===== src/design/stc_pkg.sv =====
// Constants, command codes and types for the startup rise and timeout block.
// Assumes a 200 MHz clock and a command decoder that hands over one
// already-framed command per valid pulse.
package stc_pkg;
  localparam logic [7:0]  STC_CMD_RISE    = 8'h61;
  localparam logic [7:0]  STC_CMD_LIMIT   = 8'h62;
  localparam logic [7:0]  STC_CMD_RESP    = 8'h63;
  localparam logic [15:0] STC_RISE_RESET  = 16'h0003;
  localparam logic [15:0] STC_LIMIT_RESET = 16'h0000;
  localparam logic [7:0]  STC_RESP_RESET  = 8'hbf;
  localparam logic [15:0] STC_MANT_WMASK  = 16'h007f;
  localparam logic [7:0]  STC_RESP_WMASK  = 8'hb8;
  localparam int          STC_MANT_W      = 7;
  localparam int          STC_MS_W        = 13;
  localparam int          STC_IGNORE_POS  = 7;
  localparam int          STC_RS_POS      = 3;
  localparam int          STC_RS_TOP_POS  = 5;
  localparam int          STC_TD_POS      = 0;
  localparam logic [2:0]  STC_RS_NONE     = 3'h0;
  localparam logic [2:0]  STC_RS_RETRY    = 3'h7;
  localparam logic [6:0]  STC_SLAVE_RISE  = 7'h64;
  localparam int          STC_LATE_S      = 4;
  localparam logic [12:0] STC_LATE_MS     = 13'(STC_LATE_S * 1000);
  localparam logic [3:0]  STC_RETRY_MULT  = 4'h7;
  localparam int          STC_CLK_NS      = 5;
  localparam int          STC_TICK_NS     = 1000000;
  localparam int          STC_TICK_CYCLES = STC_TICK_NS / STC_CLK_NS;
  localparam logic [6:0]  STC_BKT_MAX [14] = '{7'h01, 7'h02, 7'h03, 7'h04,
    7'h05, 7'h06, 7'h09, 7'h0c, 7'h11, 7'h16, 7'h20, 7'h2c, 7'h3e, 7'h56};
  localparam logic [6:0]  STC_BKT_MS [15] = '{7'h01, 7'h02, 7'h03, 7'h04,
    7'h05, 7'h06, 7'h07, 7'h0a, 7'h0e, 7'h13, 7'h1b, 7'h25, 7'h34, 7'h48,
    7'h64};
  typedef enum logic [2:0] {
    STC_IDLE, STC_RAMP, STC_ON, STC_RETRY, STC_LATCH
  } stc_state_t;
endpackage


===== src/design/stc_tick_if.sv =====
// Millisecond time base shared between the controller and its timer.
// Assumes one clock domain.
`timescale 1ns/1ps
`default_nettype none
interface stc_tick_if;
  logic        clear;
  logic        tick;
  logic [12:0] msCount;
  modport gen  (input clear, output tick, output msCount);
  modport user (output clear, input tick, input msCount);
endinterface
`default_nettype wire


===== src/design/stc_startup_ctrl.sv =====
// Startup rise time, timeout limit and timeout response controller.
// Assumes a decoded command port (one pulse per command) and a power stage
// that ramps while rampActive is high.
`timescale 1ns/1ps
`default_nettype none
module stc_startup_ctrl
  import stc_pkg::*;
#(
  parameter int TICK_CYCLES = STC_TICK_CYCLES
) (
  input  wire logic        clk,           // 200 MHz clock
  input  wire logic        resetn,        // Async reset, active low
  input  wire logic        loopSlave,     // Stacked loop slave strap
  input  wire logic        cmdValid,      // Command pulse
  input  wire logic        cmdWrite,      // 1 write, 0 read
  input  wire logic [7:0]  cmdCode,       // Command code
  input  wire logic [15:0] cmdData,       // Write data
  output logic             cmdHit,        // Code belongs to this block
  output logic             rspValid,      // Answer pulse
  output logic             rspNack,       // Answer is a NACK
  output logic      [15:0] rspData,       // Read data
  input  wire logic        storeAll,      // Store-all-defaults pulse
  input  wire logic        restoreAll,    // Restore-all-defaults pulse
  input  wire logic [15:0] nvRiseIn,      // Stored rise setting
  input  wire logic [7:0]  nvRespIn,      // Stored response setting
  output logic             nvWrite,       // Nonvolatile write pulse
  output logic      [15:0] nvRiseOut,     // Rise setting to store
  output logic      [7:0]  nvRespOut,     // Response setting to store
  input  wire logic        startReq,      // On, turn-on delay elapsed
  input  wire logic        voutAboveUv,   // Vout above UV fault limit
  input  wire logic        clearFaults,   // Clear status pulse
  input  wire logic        alertMask,     // Masks timeout alert
  output logic             rampActive,    // Soft-start ramp running
  output logic             powerOn,       // Output stage enabled
  output logic             statusByteOther,      // Status byte bit
  output logic             outputVoltageWarningFlag, // Status word bit
  output logic             voutStartupTimeoutFlag,   // Status vout bit
  output logic             communicationFaultBit,    // Status byte COMMUNICATION_FAULT_BIT
  output logic             invalidDataFlag,          // COMMUNICATION_FAULT_BIT invalid data
  output logic             invalidCommandFault,      // COMMUNICATION_FAULT_BIT invalid cmd
  output logic             smbAlert       // Alert to host, active high
);
  stc_tick_if tb ();
  stc_state_t state_q, state_d;
  logic [15:0] riseReg_q, limitReg_q;
  logic [7:0]  respReg_q;
  logic [6:0]  riseProg, limitEff, riseEff;
  logic [12:0] deadline, retryMs;
  logic        deadlineOn, timeoutEvent, badRs, ownCmd;
  logic        rspValid_q, rspNack_q;
  logic [15:0] rspData_q;
  logic        sb_q, vw_q, vt_q, cml_q, idat_q, ivc_q, alert_q;
  logic [2:0]  wrRs;

  stc_ms_timer #(.TICK_CYCLES(TICK_CYCLES)) u_timer (
    .clk    (clk),
    .resetn (resetn),
    .tb     (tb)
  );

  stc_quantize #(.ZERO_IS_OFF(1'b0)) u_qrise (
    .mant  (riseReg_q[STC_MANT_W-1:0]),
    .effMs (riseProg)
  );

  stc_quantize #(.ZERO_IS_OFF(1'b1)) u_qlimit (
    .mant  (limitReg_q[STC_MANT_W-1:0]),
    .effMs (limitEff)
  );

  assign riseEff = loopSlave ? STC_SLAVE_RISE : riseProg;

  assign ownCmd = (cmdCode == STC_CMD_RISE) || (cmdCode == STC_CMD_LIMIT)
                  || (cmdCode == STC_CMD_RESP);
  assign cmdHit = ownCmd;
  assign wrRs   = cmdData[STC_RS_POS +: 3];
  assign badRs  = (cmdCode == STC_CMD_RESP) && (wrRs != STC_RS_NONE)
                  && (wrRs != STC_RS_RETRY);

  // rise setting, low seven bits only
  always_ff @(posedge clk or negedge resetn) begin
    if (!resetn) begin
      riseReg_q <= STC_RISE_RESET;
    end else if (restoreAll) begin
      riseReg_q <= nvRiseIn & STC_MANT_WMASK;
    end else if (cmdValid && cmdWrite && !loopSlave
                 && cmdCode == STC_CMD_RISE) begin
      riseReg_q <= cmdData & STC_MANT_WMASK;
    end
  end

  always_ff @(posedge clk or negedge resetn) begin
    if (!resetn) begin
      limitReg_q <= STC_LIMIT_RESET;
    end else if (restoreAll) begin
      limitReg_q <= STC_LIMIT_RESET;
    end else if (cmdValid && cmdWrite && !loopSlave
                 && cmdCode == STC_CMD_LIMIT) begin
      limitReg_q <= cmdData & STC_MANT_WMASK;
    end
  end

  // response setting; wait field mirrors restart top bit
  always_ff @(posedge clk or negedge resetn) begin
    if (!resetn) begin
      respReg_q <= STC_RESP_RESET;
    end else if (restoreAll) begin
      respReg_q <= (nvRespIn & STC_RESP_WMASK)
                   | {5'h00, {3{nvRespIn[STC_RS_TOP_POS]}}};
    end else if (cmdValid && cmdWrite && !loopSlave && !badRs
                 && cmdCode == STC_CMD_RESP) begin
      respReg_q <= (cmdData[7:0] & STC_RESP_WMASK)
                   | {5'h00, {3{cmdData[STC_RS_TOP_POS]}}};
    end
  end

  always_ff @(posedge clk or negedge resetn) begin
    if (!resetn) begin
      nvWrite   <= 1'b0;
      nvRiseOut <= STC_RISE_RESET;
      nvRespOut <= STC_RESP_RESET;
    end else begin
      nvWrite <= storeAll;
      if (storeAll) begin
        nvRiseOut <= riseReg_q;
        nvRespOut <= respReg_q;
      end
    end
  end

  // slave NACKs; bad restart data NACKs too
  always_ff @(posedge clk or negedge resetn) begin
    if (!resetn) begin
      rspValid_q <= 1'b0;
      rspNack_q  <= 1'b0;
      rspData_q  <= '0;
    end else begin
      rspValid_q <= cmdValid && ownCmd;
      rspNack_q  <= cmdValid && ownCmd && (loopSlave || (cmdWrite && badRs));
      if (cmdValid && ownCmd && !cmdWrite && !loopSlave) begin
        unique case (cmdCode)
          STC_CMD_RISE:  rspData_q <= riseReg_q;
          STC_CMD_LIMIT: rspData_q <= limitReg_q;
          default:       rspData_q <= {8'h00, respReg_q};
        endcase
      end
    end
  end
  assign rspValid = rspValid_q;
  assign rspNack  = rspNack_q;
  assign rspData  = rspData_q;

  // deadline: none, the limit, or rise plus four seconds
  assign deadlineOn = (limitEff != '0);
  assign deadline   = (limitEff < riseEff) ? (13'(riseEff) + STC_LATE_MS)
                                           : 13'(limitEff);
  assign retryMs    = 13'(riseEff) * 13'(STC_RETRY_MULT);
  assign timeoutEvent = (state_q == STC_RAMP) && deadlineOn && !voutAboveUv
                        && (tb.msCount >= deadline);

  always_comb begin
    state_d  = state_q;
    tb.clear = 1'b0;
    unique case (state_q)
      STC_IDLE: begin
        if (startReq) begin
          state_d  = STC_RAMP;
          tb.clear = 1'b1;
        end
      end
      STC_RAMP: begin
        // ignore keeps running, else shutdown and retry or latch
        if (timeoutEvent) begin
          if (!respReg_q[STC_IGNORE_POS]) begin
            state_d = STC_ON;
          end else if (respReg_q[STC_RS_POS +: 3] == STC_RS_RETRY) begin
            state_d  = STC_RETRY;
            tb.clear = 1'b1;
          end else begin
            state_d = STC_LATCH;
          end
        end else if (voutAboveUv && tb.msCount >= 13'(riseEff)) begin
          state_d = STC_ON;
        end
      end
      STC_ON: begin
      end
      STC_RETRY: begin
        if (tb.msCount >= retryMs) begin
          state_d  = STC_RAMP;
          tb.clear = 1'b1;
        end
      end
      STC_LATCH: begin
        if (clearFaults) begin
          state_d = STC_IDLE;
        end
      end
    endcase
    if (!startReq) begin
      state_d = STC_IDLE;
    end
  end

  always_ff @(posedge clk or negedge resetn) begin
    if (!resetn) begin
      state_q <= STC_IDLE;
    end else begin
      state_q <= state_d;
    end
  end
  assign rampActive = (state_q == STC_RAMP);
  assign powerOn    = (state_q == STC_RAMP) || (state_q == STC_ON);

  // timeout status flags, set wins over clear
  always_ff @(posedge clk or negedge resetn) begin
    if (!resetn) begin
      sb_q <= 1'b0;
      vw_q <= 1'b0;
      vt_q <= 1'b0;
    end else begin
      sb_q <= timeoutEvent || (sb_q && !clearFaults);
      vw_q <= timeoutEvent || (vw_q && !clearFaults);
      vt_q <= timeoutEvent || (vt_q && !clearFaults);
    end
  end

  // communication flags, set wins over clear
  always_ff @(posedge clk or negedge resetn) begin
    if (!resetn) begin
      cml_q  <= 1'b0;
      idat_q <= 1'b0;
      ivc_q  <= 1'b0;
    end else begin
      ivc_q  <= (cmdValid && ownCmd && loopSlave) || (ivc_q && !clearFaults);
      idat_q <= (cmdValid && cmdWrite && badRs && !loopSlave)
                || (idat_q && !clearFaults);
      cml_q  <= (cmdValid && ownCmd && (loopSlave || (cmdWrite && badRs)))
                || (cml_q && !clearFaults);
    end
  end

  always_ff @(posedge clk or negedge resetn) begin
    if (!resetn) begin
      alert_q <= 1'b0;
    end else begin
      alert_q <= (vt_q && !alertMask) || cml_q;
    end
  end

  assign statusByteOther          = sb_q;
  assign outputVoltageWarningFlag = vw_q;
  assign voutStartupTimeoutFlag   = vt_q;
  assign communicationFaultBit    = cml_q;
  assign invalidDataFlag          = idat_q;
  assign invalidCommandFault      = ivc_q;
  assign smbAlert                 = alert_q;
endmodule
`default_nettype wire


===== src/design/stc_ms_timer.sv =====
// Millisecond tick and elapsed-millisecond counter.
// Assumes clear is a one-cycle pulse from the controller.
`timescale 1ns/1ps
`default_nettype none
module stc_ms_timer
  import stc_pkg::*;
#(
  parameter int TICK_CYCLES = STC_TICK_CYCLES
) (
  input  wire logic clk,     // System clock
  input  wire logic resetn,  // Async reset, active low
  stc_tick_if.gen   tb       // Time base
);
  localparam int CW = $clog2(TICK_CYCLES + 1);
  logic [CW-1:0] cyc_q;

  assign tb.tick = (cyc_q == CW'(TICK_CYCLES - 1));

  always_ff @(posedge clk or negedge resetn) begin
    if (!resetn) begin
      cyc_q <= '0;
    end else if (tb.clear || tb.tick) begin
      cyc_q <= '0;
    end else begin
      cyc_q <= cyc_q + 1'b1;
    end
  end

  // Saturating so a stuck ramp never wraps past a deadline
  always_ff @(posedge clk or negedge resetn) begin
    if (!resetn) begin
      tb.msCount <= '0;
    end else if (tb.clear) begin
      tb.msCount <= '0;
    end else if (tb.tick && !(&tb.msCount)) begin
      tb.msCount <= tb.msCount + 1'b1;
    end
  end
endmodule
`default_nettype wire


===== src/design/stc_quantize.sv =====
// Maps a programmed millisecond mantissa onto the supported time set.
// Purely combinational.
`timescale 1ns/1ps
`default_nettype none
module stc_quantize
  import stc_pkg::*;
#(
  parameter bit ZERO_IS_OFF = 1'b0
) (
  input  wire logic [6:0] mant,   // Programmed mantissa
  output logic      [6:0] effMs   // Effective time, zero means none
);
  // bucket search, zero lands in 1 ms
  always_comb begin
    effMs = STC_BKT_MS[14];
    for (int i = 13; i >= 0; i--) begin
      if (mant <= STC_BKT_MAX[i]) begin
        effMs = STC_BKT_MS[i];
      end
    end
    if (ZERO_IS_OFF && mant == '0) begin
      effMs = '0;
    end
  end
endmodule
`default_nettype wire


===== config.mk =====
export PLATFORM = sky130hd
export DESIGN_NAME = stc_startup_ctrl
export DESIGN_NICKNAME = d
export VERILOG_FILES = /design/src/design/stc_pkg.sv /design/src/design/stc_tick_if.sv /design/src/design/stc_startup_ctrl.sv /design/src/design/stc_ms_timer.sv /design/src/design/stc_quantize.sv
export SDC_FILE = /design/constraint.sdc
export NUM_CORES = 1
export LEC_CHECK = 0
export ABC_AREA = 1
export BUFFER_PORTS_ARGS = -buffer_cell sky130_fd_sc_hd__buf_2
export CAP_MARGIN = 20
export CORE_AREA = 2 2 131 133
export DETAILED_ROUTE_END_ITERATION = 16
export DIE_AREA = 0 0 133 135
export PLACE_DENSITY_LB_ADDON = 0.15
export SLEW_MARGIN = 0
export SYNTH_ARGS = -nofsm -noshare
export SYNTH_HDL_FRONTEND = slang
export SYNTH_SLANG_ARGS = --single-unit

===== constraint.sdc =====
create_clock -name clk -period 13.6 [get_ports clk]
set_input_delay 2.04 -clock clk [delete_from_list [all_inputs] [get_ports clk]]
set_output_delay 2.04 -clock clk [all_outputs]
set_load 0.02 [all_outputs]

Yosys cells after proc, flatten, opt, wreduce, memory -nomap -nowiden
Cells that the tools add are included.
{"block": "totals", "regBits": 124, "latch_bits": 0, "ram_bits": 0, "romBits": 0, "input_bits": 59, "word_cells": 183, "memories": 0}
{"block": "op_classes", "add_sub_neg": 3, "n_mul": 1, "div": 0, "n_lt_le_gt_ge": 32, "n_eq_ne": 14, "shift": 0, "muxes": 55, "n_bitwise": 2, "reduce_logical": 57}
{"op": "$mux W7", "count": 28}
{"op": "$mux W16", "count": 4}
{"op": "$le A7 B3 Y1 const B", "count": 6}
{"op": "$le A7 B6 Y1 const B", "count": 6}
{"op": "$mux W13", "count": 3}
{"op": "$pmux W16 S2", "count": 1}
{"op": "$le A7 B2 Y1 const B", "count": 4}
{"op": "$le A7 B4 Y1 const B", "count": 4}
{"op": "$le A7 B5 Y1 const B", "count": 4}
{"op": "$logic_and A1 B1 Y1", "count": 28}
{"op": "$eq A8 B7 Y1 const B", "count": 3}
{"op": "$mux W3", "count": 7}
{"op": "$add A18 B1 Y18 const B", "count": 1}
{"op": "$eq A18 B18 Y1 const B", "count": 1}
{"op": "$mux W18", "count": 1}
{"op": "$mux W8", "count": 2}
{"op": "$or A8 B3 Y8", "count": 2}
{"op": "$le A7 B1 Y1 const B", "count": 2}
{"op": "$le A7 B7 Y1 const B", "count": 2}
{"op": "$add A13 B1 Y13 const B", "count": 1}
{"op": "$add A7 B12 Y13 const B", "count": 1}
{"op": "$ge A13 B10 Y1", "count": 1}
{"op": "$ge A13 B13 Y1", "count": 1}
{"op": "$ge A13 B7 Y1", "count": 1}
{"op": "21 further kinds", "count": 50}

Longest topological paths before layout
{"block": "depth", "depth_word": 24, "depth_mapped": 33}

Modules after synthesis
From an unflattened synthesis, not the netlist that was laid out.
{"block": "unflattened", "cells_unflattened": 954, "hier_area_um2": 6391.1}
{"mod": "stc_startup_ctrl", "instances": 1, "cells_per_inst": 535, "area_each_um2": 3872.5, "seq_area_each_um2": 1266.2}
{"mod": "stc_ms_timer", "instances": 1, "cells_per_inst": 258, "area_each_um2": 1811.7, "seq_area_each_um2": 775.7}
{"mod": "stc_quantize at u_qlimit", "instances": 1, "cells_per_inst": 81, "area_each_um2": 354.1, "seq_area_each_um2": 0.0}
{"mod": "stc_quantize at u_qrise", "instances": 1, "cells_per_inst": 80, "area_each_um2": 352.8, "seq_area_each_um2": 0.0}

Worst setup path before layout
Ideal clock, no wire load.
{"block": "synth_path", "kind": "input port to flip-flop", "startpoint": "in loopSlave", "endpoint": "reg u_timer.cyc_q[14]", "setup_time_ns": 0.068, "arrival_time_ns": 5.923, "setup_slack_ns": 7.609, "path_stages": 23, "cell_sequence": "clkbuf_1 a21oi_1 inv_1 fa_1 ha_1 inv_1 fa_1 o21ai_0 nand2_1 nand2_1 a21oi_1 xor2_1 ha_1 a21oi_1 o21ai_0 a211oi_2 nand3_1 nand2_2 nand3_4 or2_1 buf_6 buf_12 nor2_4"}
{"block": "synth_via", "elab_chain_len": 9}
{"element": "start, declared", "line": "stc_startup_ctrl.sv:13", "source": "input wire logic loopSlave,"}
{"element": "$mux W7 (*)", "line": "stc_startup_ctrl.sv:71", "source": "assign riseEff = loopSlave ? STC_SLAVE_RISE : riseProg;"}
{"element": "parallel branches: the longest is 5 deep, another holds $ge A13 B10 Y1"}
{"element": "$pmux W1 S3 (*)", "line": "stc_startup_ctrl.sv:164", "source": "unique case (state_q)"}
{"element": "$logic_or A1 B1 Y1 (*)", "line": "stc_ms_timer.sv:22", "source": "end else if (tb.clear || tb.tick) begin"}
{"element": "$mux W18 (*)", "line": "stc_ms_timer.sv:22"}
{"element": "end signal, assigned", "line": "stc_ms_timer.sv:25", "source": "cyc_q <= cyc_q + 1'b1;"}
{"element": "end, declared", "line": "stc_ms_timer.sv:15", "source": "logic [CW-1:0] cyc_q;"}
Every way passes the cells marked *.
A chain may end at the register's enable or synchronous reset.

Final worst setup path
{"block": "layout_path", "startpoint": "in loopSlave", "endpoint": "reg u_timer.cyc_q[2]"}
The elaborated chain is that of the path after synthesis.

==> metrics.cfg <==
[place]
routabilityCongestion=0.892
io_buffers=72
dpl.hpwl_mm=11.5
dp_cells=1087

[setup_path]
cp.required_ps=13880
arrival_ps=6610
criticalPathCategory=input port to flip-flop
crit_slowest_cell=a21oi_1
crit_path_end_kind=flip-flop
cp-start-kind=input port
crit_chain=buf_2, a21oi_1, inv_1, fa_1, ha_1, inv_1, fa_1, o21ai_0, nand2_1, nand2_1, a21oi_1, xor2_1, ha_1, a21oi_1, o21ai_0, a211oi_2, nand3_1, nand2_2, nand3_4, or2_1, buf_4, nor2_1
slowest_delay_ps=560
cpMostUsedCell=a21oi_1
critPathMaxFanout=17
path_buf_inv=4
cp_top_family=compound AO/OA/AOI/OAI gates

[clock_network]
cts_resized=0
clock-sinks=81
cts_hold_buf=0
cts_tree=built
cts.clk_slew.worst_paths_ps=70
post-cts-setup-buffers=0
h-tree-depth=3
cts_max_path_buffers=2
numCtsBuffers=9
root_buffer=clkbuf_16
clk_latency_ps=350

[timing]
rsz0062_at_grt=no
fin_tns_setup_ps=0
setup_viol=0
fin_crit_sh_pct=46.6
worst_slew_margin_rel_pct=50.7
fin_skew_ps=8.03
slew_viol_final=0
tightest_slew_ps=739
max_freq_mhz=158
min_period_ps=6330
hold_viol=0
whs_ps=469

[synth]
syn-instance-count=812
yosysWarnings=0
ys_seq_elements=81
syn_area_um2=6190
syn_avg_cell_area_um2=7.62
synthArstFlopShare_pct=100
synth_edf_count=0
yosysTopAreaCell=dfrtp_1
synthFlopType=dfrtp_1
ys_types=48
synth_top_area_share_pct=27.9
yosysSeqAreaShare_pct=33.0
synthTopCellsByArea=dfrtp_1, nand2_1, ha_1

[grt]
antenna_found_initial=0
grt.total_usage_pct=16.9
grt_pass1_vias=4980
grt_overflow_total=0
grt_max_degree=58
grt_pass1_wl_mm=24.2

[job]
maxCapViolations=0

[die]
num_rows=47
core_um2=16400
initial_core_util_pct=37.7
die_area_um2=18000
die_w_um=133
ios=112
die_height_um=135

[power]
powerDensity_nw_per_um2=118
p_leak_uw=0.00341
vdd_drop_max_uv=75.6

[finish]
fin_cells=1103
area_delta_synth_final_pct=12.4
drive_gt1_share_pct=17.7
num_antenna_cells=0
num-nets-final=990
fill_cells=1707

[run_status]
status=finished clean

[route]
dr.pass1.iters=5
vias=5361
avgRoutedWirePerCell_um=13.1
drc_errors=0
dr.first_iter.drc_count=257
avgViaCountPerCell=4.86
antenna_left=0
wl_mm=14.5

[min_path]
min_path_type=flip-flop to flip-flop

[worst reg2reg max path: cells and delay by family, from the launching register on]
family          cells  cell delay (ps)
xor+xnor            1              140
simple gates       12             1380
flops               1              460
compound gates      7             1710
buf+inv             5              670
fa+ha+maj           4             1390
[worst paths after layout]
path / start / end / slack, ps / cells after the start
worst max-delay path: loopSlave / u_timer.cyc_q[2] / 7270 / 22
worst min-delay path: u_timer.cyc_q[0] / u_timer.cyc_q[0] / 470 / 1
worst max register to register: riseReg_q[6] / u_timer.cyc_q[2] / 7770 / 29
worst min register to register: u_timer.cyc_q[0] / u_timer.cyc_q[0] / 470 / 1
max in group asynchronous: resetn / riseReg_q[5] / 10950 / 2
min in group asynchronous: resetn / u_timer.tb.msCount[10] / 1590 / 1
[where the power goes]
group / switching [µW] / total, µW / leakage (µW) / internal (µW)
logic: 183 / 282 / 0.00222 / 99.0
clock network: 109 / 255 / 0.000149 / 146
registers: 20.5 / 284 / 0.00104 / 263
total: 313 / 821 / 0.00341 / 508
[per-stage QoR]
step                      cell area [µm²]  power, µW  util [%]  setup slack (ps)
after global placement               6650        572      40.5              6940
after floorplan                      6250        510         -              7610
final                                6960        821      42.4              7270
after CTS                            6960        832      42.4              7260
after global routing                 6960        885      42.4              6860
after detailed placement             6650        574      40.5              6890
[placed cells by master, fill, tap and decap left out, types with 3 or more instances in the layout]
master,Yosys,routed
nor2_2,13,13
nand3_1,45,45
inv_1,98,98
a211oi_1,3,3
o31ai_1,6,6
xor2_1,17,17
inv_6,0,3
buf_4,21,4
fa_1,7,7
buf_2,5,71
dfrtp_1,69,69
dfstp_2,12,12
a21oi_1,55,55
inv_2,8,8
o21ai_0,40,40
a31oi_1,11,11
xnor2_1,7,7
o21ai_1,5,5
nand4_1,14,14
o211ai_1,3,3
nor2_4,13,13
clkbuf_16,0,9
nor2_1,91,91
nand2_2,3,3
nand2_1,157,157
ha_1,46,46
nor4_1,7,7
conb_1,1,18
nand3_2,5,5
nor3_1,17,17
[cell families after synthesis]
group,share of synthesized area (%)
and+or+nand+nor,29.4
buffers and inverters,10.7
AOI/OAI and AO/OA,11.9
DFF,33.0
adders and majority gates,11.6
xor gates and xnor gates,3.40
other,0.0606
[registers in the layout, indices dropped and copies added, names as in the netlist, 3 cells and up]
| signal | flops |
|---|---|
| limitReg_q | 7 |
| u_timer.tb.msCount | 13 |
| state_q | 3 |
| rspData | 8 |
| respReg_q | 4 |
| riseReg_q | 7 |
| nvRiseOut | 7 |
| nvRespOut | 4 |
| u_timer.cyc_q | 18 |
[Yosys cell counts (6+ instances only)]
| master | count |
|---|---|
| nand2_1 | 157 |
| dfstp_2 | 12 |
| o21ai_0 | 40 |
| fa_1 | 7 |
| nor3_1 | 17 |
| nor2_4 | 13 |
| nor2_1 | 91 |
| inv_1 | 98 |
| nor4_1 | 7 |
| dfrtp_1 | 69 |
| ha_1 | 46 |
| o31ai_1 | 6 |
| xor2_1 | 17 |
| a31oi_1 | 11 |
| buf_4 | 21 |
| xnor2_1 | 7 |
| nand3_1 | 45 |
| nand4_1 | 14 |
| nor2_2 | 13 |
| a21oi_1 | 55 |
| inv_2 | 8 |
[layout make-up]
type	count	area, µm²	share of cell area, %
multi-input combinational	605	3550	51.0
sequential	81	2040	29.3
inverter	106	398	5.72
timing repair buffer	75	385	5.54
tap	220	275	3.96
clock buffer	9	225	3.24
clock inverter	7	83.8	1.20
[routing by layer]
layer	track usage [%]	share of wire, %	vias up
met5	0	0	-
met4	5.73	1.8	0
met3	3.49	3.9	16
met2	27.8	47	96
met1	22.1	47	2487
li1	-	-	2762
No activity file was read; power rests on OpenSTA's default activity.
